[config.mk]
export PLATFORM = sky130hd
export DESIGN_NAME = sir_top
export DESIGN_NICKNAME = d
export VERILOG_FILES = /design/src/design/sir_pkg.sv /design/src/design/sir_fifo.sv /design/src/design/sir_mem.sv /design/src/design/sir_top.sv
export SDC_FILE = /design/constraint.sdc
export NUM_CORES = 2
export LEC_CHECK = 0
export BUFFER_PORTS_ARGS = -buffer_cell sky130_fd_sc_hd__buf_2
export CAP_MARGIN = 20
export CORE_MARGIN = 10
export CORE_UTILIZATION = 61
export CTS_BUF_LIST = sky130_fd_sc_hd__clkbuf_16
export DETAILED_ROUTE_END_ITERATION = 10
export PLACE_DENSITY = 0.89
export SLEW_MARGIN = 10
export SYNTH_ARGS = -nofsm -noshare
export SYNTH_HDL_FRONTEND = slang
export SYNTH_SLANG_ARGS = --single-unit
[constraint.sdc]
create_clock -name clock -period 10.46 [get_ports clock]
set_input_delay 1.569 -clock clock [delete_from_list [all_inputs] [get_ports clock]]
set_output_delay 1.569 -clock clock [all_outputs]
set_load 0.03 [all_outputs]
[src/design/sir_pkg.sv]
// Summary of operation
// RL1: an opcode 12h command block is taken as an inquiry and answered with data.
// RL2: host sets allocation 07h, 0Eh, 42h per page, up to FFh for standard.
// RL3: at most 106 standard, 7 supported, 14 serial, 66 identification bytes returned.
// RL4: select bit 0 returns standard data, page code ignored.
// RL5: select bit 1 with page 00h returns the supported pages list.
// RL6: identification page 83h is supported beside supported-pages and serial pages.
// RL7: standard bytes 0, 2, 3, 4 carry type, versions, format and additional length.
// RL8: standard bytes 16 to 31 hold product name, right padded with spaces.
// RL9: standard bytes 36 to 43 hold the eight-character firmware image tag.
// RL10: supported page holds type, page code, reserved and page length in bytes 0-3.
// RL11: supported page lists one page code in each of bytes 4, 5, 6.
// RL12: qualifier bits 7 to 5 of byte 0 read 0.
// RL13: device type bits 4 to 0 of byte 0 read 01h.
// RL14: supported page length is 03h, listing 00h, 80h, 83h.
// RL15: identification page carries page length 3Eh.
// RL16: transfer ends after min of allocation and full response length (page length plus header); zero sends nothing.
// RL17: select bit 1 with unknown page gives an illegal request check condition.
package sir_pkg;
    localparam logic [7:0] SIR_OP_INQUIRY = 8'h12;
    localparam logic [7:0] SIR_PG_SUP = 8'h00;
    localparam logic [7:0] SIR_PG_SER = 8'h80;
    localparam logic [7:0] SIR_PG_ID = 8'h83;
    localparam logic [7:0] SIR_LEN_STD = 8'h6A;
    localparam logic [7:0] SIR_LEN_SUP = 8'h07;
    localparam logic [7:0] SIR_LEN_SER = 8'h0E;
    localparam logic [7:0] SIR_LEN_ID = 8'h42;
    localparam logic [2:0] SIR_QUAL = 3'h0;
    localparam logic [4:0] SIR_DTYPE = 5'h01;
    localparam logic [7:0] SIR_SUP_PLEN = 8'h03;
    localparam logic [7:0] SIR_SER_PLEN = 8'h0A;
    localparam logic [7:0] SIR_ID_PLEN = 8'h3E;
    localparam logic [7:0] SIR_STD_ADDLEN = 8'h65;
    localparam logic [7:0] SIR_ZERO = 8'h00;
    localparam logic [7:0] SIR_SPACE = 8'h20;
    localparam logic [7:0] SIR_B_HDR = 8'h00;
    localparam logic [7:0] SIR_B_PAGE = 8'h01;
    localparam logic [7:0] SIR_B_RSV = 8'h02;
    localparam logic [7:0] SIR_B_PLEN = 8'h03;
    localparam logic [7:0] SIR_B_VER = 8'h02;
    localparam logic [7:0] SIR_B_FMT = 8'h03;
    localparam logic [7:0] SIR_B_ADDLEN = 8'h04;
    localparam logic [7:0] SIR_B_LIST0 = 8'h04;
    localparam logic [7:0] SIR_B_LIST1 = 8'h05;
    localparam logic [7:0] SIR_B_LIST2 = 8'h06;
    localparam logic [7:0] SIR_B_NAME_LO = 8'h10;
    localparam logic [7:0] SIR_B_NAME_HI = 8'h1F;
    localparam logic [7:0] SIR_B_TAG_LO = 8'h24;
    localparam logic [7:0] SIR_B_TAG_HI = 8'h2B;
    localparam logic [7:0] SIR_MEM_STD = 8'h00;
    localparam logic [7:0] SIR_MEM_SER = 8'h80;
    localparam logic [7:0] SIR_MEM_ID = 8'hA0;
    localparam logic [7:0] SIR_REG_CTRL = 8'h00;
    localparam logic [7:0] SIR_REG_STATUS = 8'h04;
    localparam logic [7:0] SIR_REG_CDB_LO = 8'h08;
    localparam logic [7:0] SIR_REG_CDB_HI = 8'h0C;
    localparam logic [7:0] SIR_REG_MEM_ADDR = 8'h10;
    localparam logic [7:0] SIR_REG_MEM_DATA = 8'h14;
    localparam int SIR_ST_BUSY = 0;
    localparam int SIR_ST_DONE = 1;
    localparam int SIR_ST_CHECK = 2;
    localparam int SIR_ST_BADOP = 3;
    localparam int SIR_ST_CNT = 8;
    localparam logic [1:0] SIR_RESP_OK = 2'h0;
    localparam logic [1:0] SIR_RESP_ERR = 2'h2;
    typedef enum logic [3:0] {
        SIR_IDLE = 4'h1,
        SIR_FETCH = 4'h2,
        SIR_PUSH = 4'h4,
        SIR_FINISH = 4'h8
    } sir_state_t;
    typedef enum logic [1:0] {
        SIR_SEL_STD = 2'h0,
        SIR_SEL_SUP = 2'h1,
        SIR_SEL_SER = 2'h2,
        SIR_SEL_ID = 2'h3
    } sir_sel_t;
endpackage

[src/design/sir_fifo.sv]
`timescale 1ns/100ps
module sir_fifo #(
    parameter int WIDTH = 9,
    parameter int DEPTH = 8
) (
    input wire logic clock,
    input wire logic rst,
    input wire logic [WIDTH-1:0] in_data,
    input wire logic in_valid,
    output logic in_ready,
    output logic [WIDTH-1:0] out_data,
    output logic out_valid,
    input wire logic out_ready
);
    localparam int AW = $clog2(DEPTH);
    logic [WIDTH-1:0] mem_reg [DEPTH];
    logic [AW-1:0] wr_reg;
    logic [AW-1:0] rd_reg;
    logic [AW:0] cnt_reg;
    wire push = in_valid && in_ready;
    wire pop = out_valid && out_ready;
    assign in_ready = cnt_reg != (AW+1)'(DEPTH);
    assign out_valid = cnt_reg != '0;
    assign out_data = mem_reg[rd_reg];
    // plain counter; depth need not be a power of two
    function automatic logic [AW-1:0] step(input logic [AW-1:0] p);
        step = (p == AW'(DEPTH - 1)) ? '0 : p + AW'(1);
    endfunction
    always_ff @(posedge clock) begin
        if (push) begin
            mem_reg[wr_reg] <= in_data;
        end
    end
    always_ff @(posedge clock or posedge rst) begin
        if (rst) begin
            wr_reg <= '0;
            rd_reg <= '0;
            cnt_reg <= '0;
        end else begin
            if (push) wr_reg <= step(wr_reg);
            if (pop) rd_reg <= step(rd_reg);
            cnt_reg <= cnt_reg + (AW+1)'(push) - (AW+1)'(pop);
        end
    end
endmodule

[src/design/sir_mem.sv]
`timescale 1ns/100ps
module sir_mem #(
    parameter int AW = 8
) (
    input wire logic clock,
    input wire logic wr_en,
    input wire logic [AW-1:0] wr_addr,
    input wire logic [7:0] wr_data,
    input wire logic [AW-1:0] rd_addr,
    output logic [7:0] rd_data
);
    logic [7:0] mem_reg [2**AW];
    // read data registered: one cycle from address to data
    always_ff @(posedge clock) begin
        if (wr_en) begin
            mem_reg[wr_addr] <= wr_data;
        end
        rd_data <= mem_reg[rd_addr];
    end
endmodule

[src/design/sir_top.sv]
`timescale 1ns/100ps
module sir_top #(
    parameter logic [7:0] VERSION_BYTE = 8'h02,
    parameter logic [7:0] FORMAT_BYTE = 8'h02,
    parameter logic [63:0] FIRMWARE_IMAGE_TAG = 64'h494D_4730_3030_3031,
    parameter int FIFO_DEPTH = 8
) (
    input wire logic clock,
    input wire logic rst,
    input wire logic [31:0] s_axi_awaddr,
    input wire logic s_axi_awvalid,
    output logic s_axi_awready,
    input wire logic [31:0] s_axi_wdata,
    input wire logic [3:0] s_axi_wstrb,
    input wire logic s_axi_wvalid,
    output logic s_axi_wready,
    output logic [1:0] s_axi_bresp,
    output logic s_axi_bvalid,
    input wire logic s_axi_bready,
    input wire logic [31:0] s_axi_araddr,
    input wire logic s_axi_arvalid,
    output logic s_axi_arready,
    output logic [31:0] s_axi_rdata,
    output logic [1:0] s_axi_rresp,
    output logic s_axi_rvalid,
    input wire logic s_axi_rready,
    output logic [7:0] resp_data,
    output logic resp_last,
    output logic resp_valid,
    input wire logic resp_ready
);
    // firmware image tag default is arbitrary
    sir_pkg::sir_state_t state_reg;
    sir_pkg::sir_state_t state_next;
    sir_pkg::sir_sel_t sel_reg;
    logic [31:0] cdb_lo_reg;
    logic [15:0] cdb_hi_reg;
    logic [7:0] mem_addr_reg;
    logic [7:0] idx_reg;
    logic [7:0] limit_reg;
    logic [7:0] sent_reg;
    logic done_reg;
    logic check_reg;
    logic badop_reg;
    logic aw_full_reg;
    logic w_full_reg;
    logic [7:0] aw_addr_reg;
    logic [31:0] w_data_reg;
    logic [3:0] w_strb_reg;
    logic bvalid_reg;
    logic [1:0] bresp_reg;
    logic rvalid_reg;
    logic [31:0] rdata_reg;
    logic [1:0] rresp_reg;
    logic [7:0] mem_rd;
    logic fifo_in_ready;
    logic [8:0] fifo_out;

    // command block fields, six-byte form
    wire [7:0] cdb_opcode = cdb_lo_reg[7:0];
    wire cdb_evpd = cdb_lo_reg[8];
    wire [7:0] cdb_page = cdb_lo_reg[23:16];
    wire [7:0] cdb_alloc = cdb_hi_reg[7:0];

    function automatic logic [7:0] min8(input logic [7:0] a, input logic [7:0] b);
        min8 = (a < b) ? a : b;
    endfunction

    function automatic logic [7:0] sel_len(input sir_pkg::sir_sel_t s);
        case (s)
            sir_pkg::SIR_SEL_SUP: sel_len = sir_pkg::SIR_LEN_SUP;
            sir_pkg::SIR_SEL_SER: sel_len = sir_pkg::SIR_LEN_SER;
            sir_pkg::SIR_SEL_ID: sel_len = sir_pkg::SIR_LEN_ID;
            default: sel_len = sir_pkg::SIR_LEN_STD;
        endcase
    endfunction

    function automatic logic [7:0] sel_base(input sir_pkg::sir_sel_t s);
        case (s)
            sir_pkg::SIR_SEL_SER: sel_base = sir_pkg::SIR_MEM_SER;
            sir_pkg::SIR_SEL_ID: sel_base = sir_pkg::SIR_MEM_ID;
            default: sel_base = sir_pkg::SIR_MEM_STD;
        endcase
    endfunction

    // page decode at start
    wire page_ok = !cdb_evpd || cdb_page == sir_pkg::SIR_PG_SUP ||
        cdb_page == sir_pkg::SIR_PG_SER || cdb_page == sir_pkg::SIR_PG_ID; // RL6 RL17
    wire op_ok = cdb_opcode == sir_pkg::SIR_OP_INQUIRY; // RL1
    sir_pkg::sir_sel_t sel_dec;
    assign sel_dec = !cdb_evpd ? sir_pkg::SIR_SEL_STD : // RL4
        (cdb_page == sir_pkg::SIR_PG_SUP) ? sir_pkg::SIR_SEL_SUP : // RL5
        (cdb_page == sir_pkg::SIR_PG_SER) ? sir_pkg::SIR_SEL_SER :
        sir_pkg::SIR_SEL_ID; // RL6
    wire [7:0] limit_dec = min8(cdb_alloc, sel_len(sel_dec)); // RL3 RL16

    // byte assembly: fixed fields override the loaded image
    wire [7:0] hdr_byte = {sir_pkg::SIR_QUAL, sir_pkg::SIR_DTYPE}; // RL12 RL13
    wire in_name = idx_reg >= sir_pkg::SIR_B_NAME_LO && idx_reg <= sir_pkg::SIR_B_NAME_HI;
    wire in_tag = idx_reg >= sir_pkg::SIR_B_TAG_LO && idx_reg <= sir_pkg::SIR_B_TAG_HI;
    wire [2:0] tag_pos = 3'(idx_reg - sir_pkg::SIR_B_TAG_LO);
    wire [7:0] tag_byte = FIRMWARE_IMAGE_TAG[8'(7 - tag_pos) * 8 +: 8];
    // unset name bytes become spaces, so short names need no padding in the image
    wire [7:0] name_byte = (mem_rd == sir_pkg::SIR_ZERO) ? sir_pkg::SIR_SPACE : mem_rd; // RL8
    logic [7:0] std_byte;
    logic [7:0] sup_byte;
    logic [7:0] vpd_byte;
    logic [7:0] out_byte;
    always_comb begin
        if (idx_reg == sir_pkg::SIR_B_HDR) std_byte = hdr_byte; // RL7
        else if (idx_reg == sir_pkg::SIR_B_VER) std_byte = VERSION_BYTE; // RL7
        else if (idx_reg == sir_pkg::SIR_B_FMT) std_byte = FORMAT_BYTE; // RL7
        else if (idx_reg == sir_pkg::SIR_B_ADDLEN) std_byte = sir_pkg::SIR_STD_ADDLEN; // RL7
        else if (in_name) std_byte = name_byte; // RL8
        else if (in_tag) std_byte = tag_byte; // RL9
        else std_byte = mem_rd;
    end
    always_comb begin
        case (idx_reg)
            sir_pkg::SIR_B_HDR: sup_byte = hdr_byte; // RL10
            sir_pkg::SIR_B_PLEN: sup_byte = sir_pkg::SIR_SUP_PLEN; // RL10 RL14
            sir_pkg::SIR_B_LIST0: sup_byte = sir_pkg::SIR_PG_SUP; // RL11 RL14
            sir_pkg::SIR_B_LIST1: sup_byte = sir_pkg::SIR_PG_SER; // RL11 RL14
            sir_pkg::SIR_B_LIST2: sup_byte = sir_pkg::SIR_PG_ID; // RL11 RL14
            default: sup_byte = sir_pkg::SIR_ZERO; // RL10
        endcase
    end
    wire vpd_id = sel_reg == sir_pkg::SIR_SEL_ID;
    always_comb begin
        case (idx_reg)
            sir_pkg::SIR_B_HDR: vpd_byte = hdr_byte;
            sir_pkg::SIR_B_PAGE: vpd_byte = vpd_id ? sir_pkg::SIR_PG_ID : sir_pkg::SIR_PG_SER;
            sir_pkg::SIR_B_RSV: vpd_byte = sir_pkg::SIR_ZERO;
            sir_pkg::SIR_B_PLEN: vpd_byte = vpd_id ? sir_pkg::SIR_ID_PLEN : sir_pkg::SIR_SER_PLEN; // RL15
            default: vpd_byte = mem_rd;
        endcase
    end
    always_comb begin
        case (sel_reg)
            sir_pkg::SIR_SEL_STD: out_byte = std_byte;
            sir_pkg::SIR_SEL_SUP: out_byte = sup_byte;
            default: out_byte = vpd_byte;
        endcase
    end

    // register bus decode
    wire aw_take = s_axi_awvalid && !aw_full_reg;
    wire w_take = s_axi_wvalid && !w_full_reg;
    wire wr_go = aw_full_reg && w_full_reg && !bvalid_reg;
    wire ar_take = s_axi_arvalid && !rvalid_reg;
    wire [7:0] ar_off = s_axi_araddr[7:0];
    wire wr_ctrl = wr_go && aw_addr_reg == sir_pkg::SIR_REG_CTRL;
    wire wr_status = wr_go && aw_addr_reg == sir_pkg::SIR_REG_STATUS;
    wire wr_cdb_lo = wr_go && aw_addr_reg == sir_pkg::SIR_REG_CDB_LO;
    wire wr_cdb_hi = wr_go && aw_addr_reg == sir_pkg::SIR_REG_CDB_HI;
    wire wr_maddr = wr_go && aw_addr_reg == sir_pkg::SIR_REG_MEM_ADDR;
    wire wr_mdata = wr_go && aw_addr_reg == sir_pkg::SIR_REG_MEM_DATA && w_strb_reg[0];
    wire wr_known = wr_ctrl || wr_status || wr_cdb_lo || wr_cdb_hi || wr_maddr ||
        aw_addr_reg == sir_pkg::SIR_REG_MEM_DATA;
    wire busy = state_reg != sir_pkg::SIR_IDLE;
    // start while busy is dropped; software polls busy first
    wire start = wr_ctrl && w_strb_reg[0] && w_data_reg[0] && !busy;
    wire done_clr = wr_status && w_strb_reg[0] && w_data_reg[sir_pkg::SIR_ST_DONE];
    wire [31:0] status_word = {16'h0000, sent_reg, 4'h0, badop_reg, check_reg, done_reg, busy};
    logic [31:0] rd_word;
    logic rd_hit;
    always_comb begin
        rd_hit = 1'b1;
        case (ar_off)
            sir_pkg::SIR_REG_CTRL: rd_word = 32'h0000_0000;
            sir_pkg::SIR_REG_STATUS: rd_word = status_word;
            sir_pkg::SIR_REG_CDB_LO: rd_word = cdb_lo_reg;
            sir_pkg::SIR_REG_CDB_HI: rd_word = {16'h0000, cdb_hi_reg};
            sir_pkg::SIR_REG_MEM_ADDR: rd_word = {24'h000000, mem_addr_reg};
            sir_pkg::SIR_REG_MEM_DATA: rd_word = 32'h0000_0000;
            default: begin
                rd_word = 32'h0000_0000;
                rd_hit = 1'b0;
            end
        endcase
    end
    function automatic logic [31:0] lanes(input logic [31:0] old, input logic [31:0] nw,
        input logic [3:0] be);
        for (int i = 0; i < 4; i++) begin
            old[i*8 +: 8] = be[i] ? nw[i*8 +: 8] : old[i*8 +: 8];
        end
        lanes = old;
    endfunction
    wire [31:0] cdb_hi_new = lanes({16'h0000, cdb_hi_reg}, w_data_reg, w_strb_reg);

    assign s_axi_awready = !aw_full_reg;
    assign s_axi_wready = !w_full_reg;
    assign s_axi_bvalid = bvalid_reg;
    assign s_axi_bresp = bresp_reg;
    assign s_axi_arready = !rvalid_reg;
    assign s_axi_rvalid = rvalid_reg;
    assign s_axi_rdata = rdata_reg;
    assign s_axi_rresp = rresp_reg;

    always_ff @(posedge clock or posedge rst) begin
        if (rst) begin
            aw_full_reg <= 1'b0;
            w_full_reg <= 1'b0;
            aw_addr_reg <= 8'h00;
            w_data_reg <= 32'h0000_0000;
            w_strb_reg <= 4'h0;
            bvalid_reg <= 1'b0;
            bresp_reg <= sir_pkg::SIR_RESP_OK;
        end else begin
            if (aw_take) begin
                aw_full_reg <= 1'b1;
                aw_addr_reg <= {s_axi_awaddr[7:2], 2'b00};
            end else if (wr_go) begin
                aw_full_reg <= 1'b0;
            end
            if (w_take) begin
                w_full_reg <= 1'b1;
                w_data_reg <= s_axi_wdata;
                w_strb_reg <= s_axi_wstrb;
            end else if (wr_go) begin
                w_full_reg <= 1'b0;
            end
            if (wr_go) begin
                bvalid_reg <= 1'b1;
                bresp_reg <= wr_known ? sir_pkg::SIR_RESP_OK : sir_pkg::SIR_RESP_ERR;
            end else if (s_axi_bready) begin
                bvalid_reg <= 1'b0;
            end
        end
    end

    always_ff @(posedge clock or posedge rst) begin
        if (rst) begin
            rvalid_reg <= 1'b0;
            rdata_reg <= 32'h0000_0000;
            rresp_reg <= sir_pkg::SIR_RESP_OK;
        end else if (ar_take) begin
            rvalid_reg <= 1'b1;
            rdata_reg <= rd_word;
            rresp_reg <= rd_hit ? sir_pkg::SIR_RESP_OK : sir_pkg::SIR_RESP_ERR;
        end else if (s_axi_rready) begin
            rvalid_reg <= 1'b0;
        end
    end

    always_ff @(posedge clock or posedge rst) begin
        if (rst) begin
            cdb_lo_reg <= 32'h0000_0000;
            cdb_hi_reg <= 16'h0000;
            mem_addr_reg <= 8'h00;
        end else begin
            if (wr_cdb_lo && !busy) cdb_lo_reg <= lanes(cdb_lo_reg, w_data_reg, w_strb_reg);
            if (wr_cdb_hi && !busy) cdb_hi_reg <= cdb_hi_new[15:0];
            if (wr_maddr && w_strb_reg[0]) mem_addr_reg <= w_data_reg[7:0];
            else if (wr_mdata) mem_addr_reg <= mem_addr_reg + 8'h01;
        end
    end

    // transfer engine: one byte per fetch and push pair
    wire push_ok = state_reg == sir_pkg::SIR_PUSH && fifo_in_ready;
    wire last_byte = idx_reg == limit_reg - 8'h01; // RL16
    always_comb begin
        case (state_reg)
            sir_pkg::SIR_IDLE: begin
                if (start && op_ok && page_ok && limit_dec != 8'h00) state_next = sir_pkg::SIR_FETCH;
                else if (start) state_next = sir_pkg::SIR_FINISH; // RL16 RL17
                else state_next = sir_pkg::SIR_IDLE;
            end
            sir_pkg::SIR_FETCH: state_next = sir_pkg::SIR_PUSH;
            sir_pkg::SIR_PUSH: begin
                if (push_ok && last_byte) state_next = sir_pkg::SIR_FINISH; // RL16
                else if (push_ok) state_next = sir_pkg::SIR_FETCH;
                else state_next = sir_pkg::SIR_PUSH;
            end
            sir_pkg::SIR_FINISH: state_next = sir_pkg::SIR_IDLE;
            default: state_next = sir_pkg::SIR_IDLE;
        endcase
    end

    always_ff @(posedge clock or posedge rst) begin
        if (rst) begin
            state_reg <= sir_pkg::SIR_IDLE;
            sel_reg <= sir_pkg::SIR_SEL_STD;
            idx_reg <= 8'h00;
            limit_reg <= 8'h00;
            sent_reg <= 8'h00;
        end else begin
            state_reg <= state_next;
            if (start) begin
                sel_reg <= sel_dec;
                limit_reg <= limit_dec; // RL3 RL16
                idx_reg <= 8'h00;
                sent_reg <= 8'h00;
            end else if (push_ok) begin
                idx_reg <= idx_reg + 8'h01;
                sent_reg <= sent_reg + 8'h01;
            end
        end
    end

    // sticky flags: a setting event beats a same-cycle clear
    always_ff @(posedge clock or posedge rst) begin
        if (rst) begin
            done_reg <= 1'b0;
            check_reg <= 1'b0;
            badop_reg <= 1'b0;
        end else begin
            if (state_reg == sir_pkg::SIR_FINISH) done_reg <= 1'b1;
            else if (done_clr || start) done_reg <= 1'b0;
            if (start) begin
                check_reg <= op_ok && !page_ok; // RL17
                badop_reg <= !op_ok; // RL1
            end
        end
    end

    sir_mem #(
        .AW(8)
    ) u_mem (
        .clock(clock),
        .wr_en(wr_mdata),
        .wr_addr(mem_addr_reg),
        .wr_data(w_data_reg[7:0]),
        .rd_addr(8'(sel_base(sel_reg) + idx_reg)),
        .rd_data(mem_rd)
    );

    sir_fifo #(
        .WIDTH(9),
        .DEPTH(FIFO_DEPTH)
    ) u_fifo (
        .clock(clock),
        .rst(rst),
        .in_data({last_byte, out_byte}),
        .in_valid(state_reg == sir_pkg::SIR_PUSH),
        .in_ready(fifo_in_ready),
        .out_data(fifo_out),
        .out_valid(resp_valid),
        .out_ready(resp_ready)
    );
    assign resp_data = fifo_out[7:0];
    assign resp_last = fifo_out[8];
endmodule

==> flow_summary.json <==
{
  "clock_path_buffers": 3,
  "path_clk_slew_ps": 60,
  "cp_max_fo": 40,
  "synthFlopType": "edfxtp_1",
  "rsz0062_at_grt": "false",
  "synth_top_area_share": 0.6974,
  "htree_levels": 4,
  "cts_made_buffers": 208,
  "fin_skew_ps": 63.07,
  "instances_no_fill": 6825,
  "synthTopCellsByArea": "edfxtp_1 (70%), mux4_2 (12%), dfrtp_1 (4.9%)",
  "drv_cap": 0,
  "synth_seq_cells": 2307,
  "globalplace.congestion": 0.8977,
  "cp.required_ps": 11160,
  "hold_viol_final": 0,
  "ys_types": 86,
  "wl_per_cell_um": 36.77,
  "yosysWarnings": 0,
  "hp-class": "register to register",
  "cp.arrival_ps": 5890,
  "track_usage": 0.2973,
  "yosys-top-cells-count": "edfxtp_1 (2120), mux4_2 (498), nor2_1 (284)",
  "worstSkewPairLatency_ps": 870,
  "synth_area_sq_mm": 0.09129,
  "fmax_mhz": 192.7,
  "p_int_uw": 16130,
  "tritoncts": "built",
  "pwr-share-seq": 0.559,
  "via_per_inst": 7.429,
  "drtPass1Iterations": 8,
  "finalMaxSlewViolations": 0,
  "port_buffers": 106,
  "row_count": 141,
  "placed_cells": 6422,
  "cp-start-kind": "register",
  "syn_inst": 4579,
  "comb_power_share": 0.091,
  "grt_max_degree": 124,
  "synth_top_area_cell": "edfxtp_1",
  "period_minus_slack_ps": 5188,
  "power.switching_uw": 5635,
  "finalPower_uw": 21760,
  "crit_chain": "buf_4 -> buf_4 -> mux4_2 -> a22o_1 -> a221oi_1 -> o22ai_1 -> nor3_1 -> nor4_1",
  "worstSetupEndpointType": "register",
  "vias": 50704,
  "powerDensity_mw_per_mm2": 217.6,
  "finalSetupViolCount": 0,
  "cp_slowest_cell": "dfrtp_4",
  "synth-edff-count": 2120,
  "p_leak_uw": 0.03156,
  "synthMostInstantiatedCell": "edfxtp_1",
  "cpPeakStageDelay_ps": 1010,
  "ys_async_sr_fraction": 0.07759,
  "period_share": 0.4960,
  "relSlewSlack": 0.1739,
  "area_growth_pct": 9.583,
  "seq_area_frac_synth": 0.7482,
  "syn_avg_cell_area_sq_um": 19.94,
  "root_buffer": "clkbuf_16",
  "nFillCells": 8298,
  "grt-ovfl-total": 0,
  "grt_pass1_vias": 50350,
  "drt_iter0_drc": 8935,
  "status": "finished clean",
  "cts_resized": 0,
  "critPathKind": "register to register",
  "largest_reg_flops": 2048,
  "nets": 4846,
  "dieArea_sq_mm": 0.1655,
  "detail-route-antenna-nets": 0,
  "vdd_drop_max_mv": 0.2155,
  "cts_sinks": 2307,
  "die_h_um": 406.8,
  "die_x_um": 406.8,
  "initial_core_util": 0.6160,
  "drive_gt1_frac": 0.2387,
  "grt_pass1_wl_um": 356300,
  "dp_hpwl_um": 133600,
  "hold_buffers": 0,
  "cts_setup_buffers": 0,
  "core_area_sq_mm": 0.1482,
  "antenna_found_initial": 13,
  "wl_um": 250900,
  "drc": 0,
  "crit_path_frequent_cell": "buf_4",
  "tightest_slew_ps": 1239,
  "clkPwrFrac": 0.351,
  "switching_share": 0.2589,
  "io_pins": 159,
  "fin_setup_tns_ps": 0
}
==> cell type report <==
type	count	area [sq um]	area share
flip-flops and latches	2307	68340	0.6832
multi-input cells	1972	21160	0.2115
clock buffers	208	5205	0.05203
well taps	1930	2415	0.02414
clock inverters	179	1495	0.01495
repair buffers	187	1267	0.01267
inverters	32	125.1	0.001251
diodes	10	25.02	0.0002502
==> per-layer routing <==
| layer | vias to the layer above | part of all wire | track usage |
|---|---|---|---|
| li1 | 19027 | - | - |
| met1 | 25520 | 0.31 | 0.3667 |
| met2 | 4955 | 0.48 | 0.4735 |
| met3 | 1182 | 0.13 | 0.08992 |
| met4 | 20 | 0.073 | 0.1646 |
| met5 | - | 0.00079 | 0.001754 |
==> per-stage QoR <==
stage	worst slack, ps	hold WS [ps]	util	area (sq um)
after floorplan	4034	450.5	-	91290
after global placement	5703	456.6	0.6287	93170
after detailed placement	5526	466.2	0.6287	93170
after CTS	5419	483.3	0.6739	99870
after global routing	5121	509.3	0.6749	100000
final	5272	485.1	0.6750	100000
==> power groups by stage <==
stage          logic [uW]  clock network, uW  registers, uW
6_report             1970               7630          12200
5_1_grt              2070               7940          12200
4_1_cts              1820               7620          12200
3_5_place_dp         1770                  0          12400
3_3_place_gp         1620                  0          12300
2_1_floorplan         608                  0          12700
==> worst paths after layout <==
| kind | slack [ps] | startpoint | endpoint | cells after the start |
|---|---|---|---|---|
| min in group asynchronous | 770 | rst | u_fifo.rd_reg[0] | 2 |
| worst max register to register | 5270 | idx_reg[0] | u_mem.rd_data[5] | 8 |
| worst min register to register | 490 | s_axi_rresp[1] | s_axi_rresp[1] | 1 |
| max in group asynchronous | 8340 | rst | w_data_reg[3] | 3 |
| worst min-delay path | 490 | s_axi_rresp[1] | s_axi_rresp[1] | 1 |
| worst max-delay path | 5270 | idx_reg[0] | u_mem.rd_data[5] | 8 |
==> worst max-delay path: cells and delay by family, from the launching register on <==
kind / cells / cell delay [ps]
multiplexers: 1 / 650
AO/OA/AOI/OAI: 3 / 1120
buffers and inverters: 2 / 1490
flip-flops: 1 / 1010
AND/OR/NAND/NOR: 2 / 630
==> kinds of logic after synthesis <==
| family | after synthesis | synth area share |
|---|---|---|
| AOI/OAI and AO/OA | 488 | 0.03760 |
| xor gates and xnor gates | 25 | 0.002714 |
| adders and majority gates | 30 | 0.004194 |
| buffers and inverters | 301 | 0.02108 |
| DFF | 2307 | 0.7482 |
| muxes | 725 | 0.1495 |
| other | 1 | 0.00004108 |
| and+or+nand+nor | 702 | 0.03662 |
==> placed cells by master, fill, tap and decap left out, drive strengths merged, types with 63 or more instances in the layout <==
cell,count
edfxtp,2120
mux4,500
nor2,314
clkbuf,209
buf,186
nand2,185
dfrtp,178
mux2i,122
mux2,103
inv,93
clkinv,92
a21oi,86
o21ai,70
a22oi,63
(Power assumes the default switching activity.)
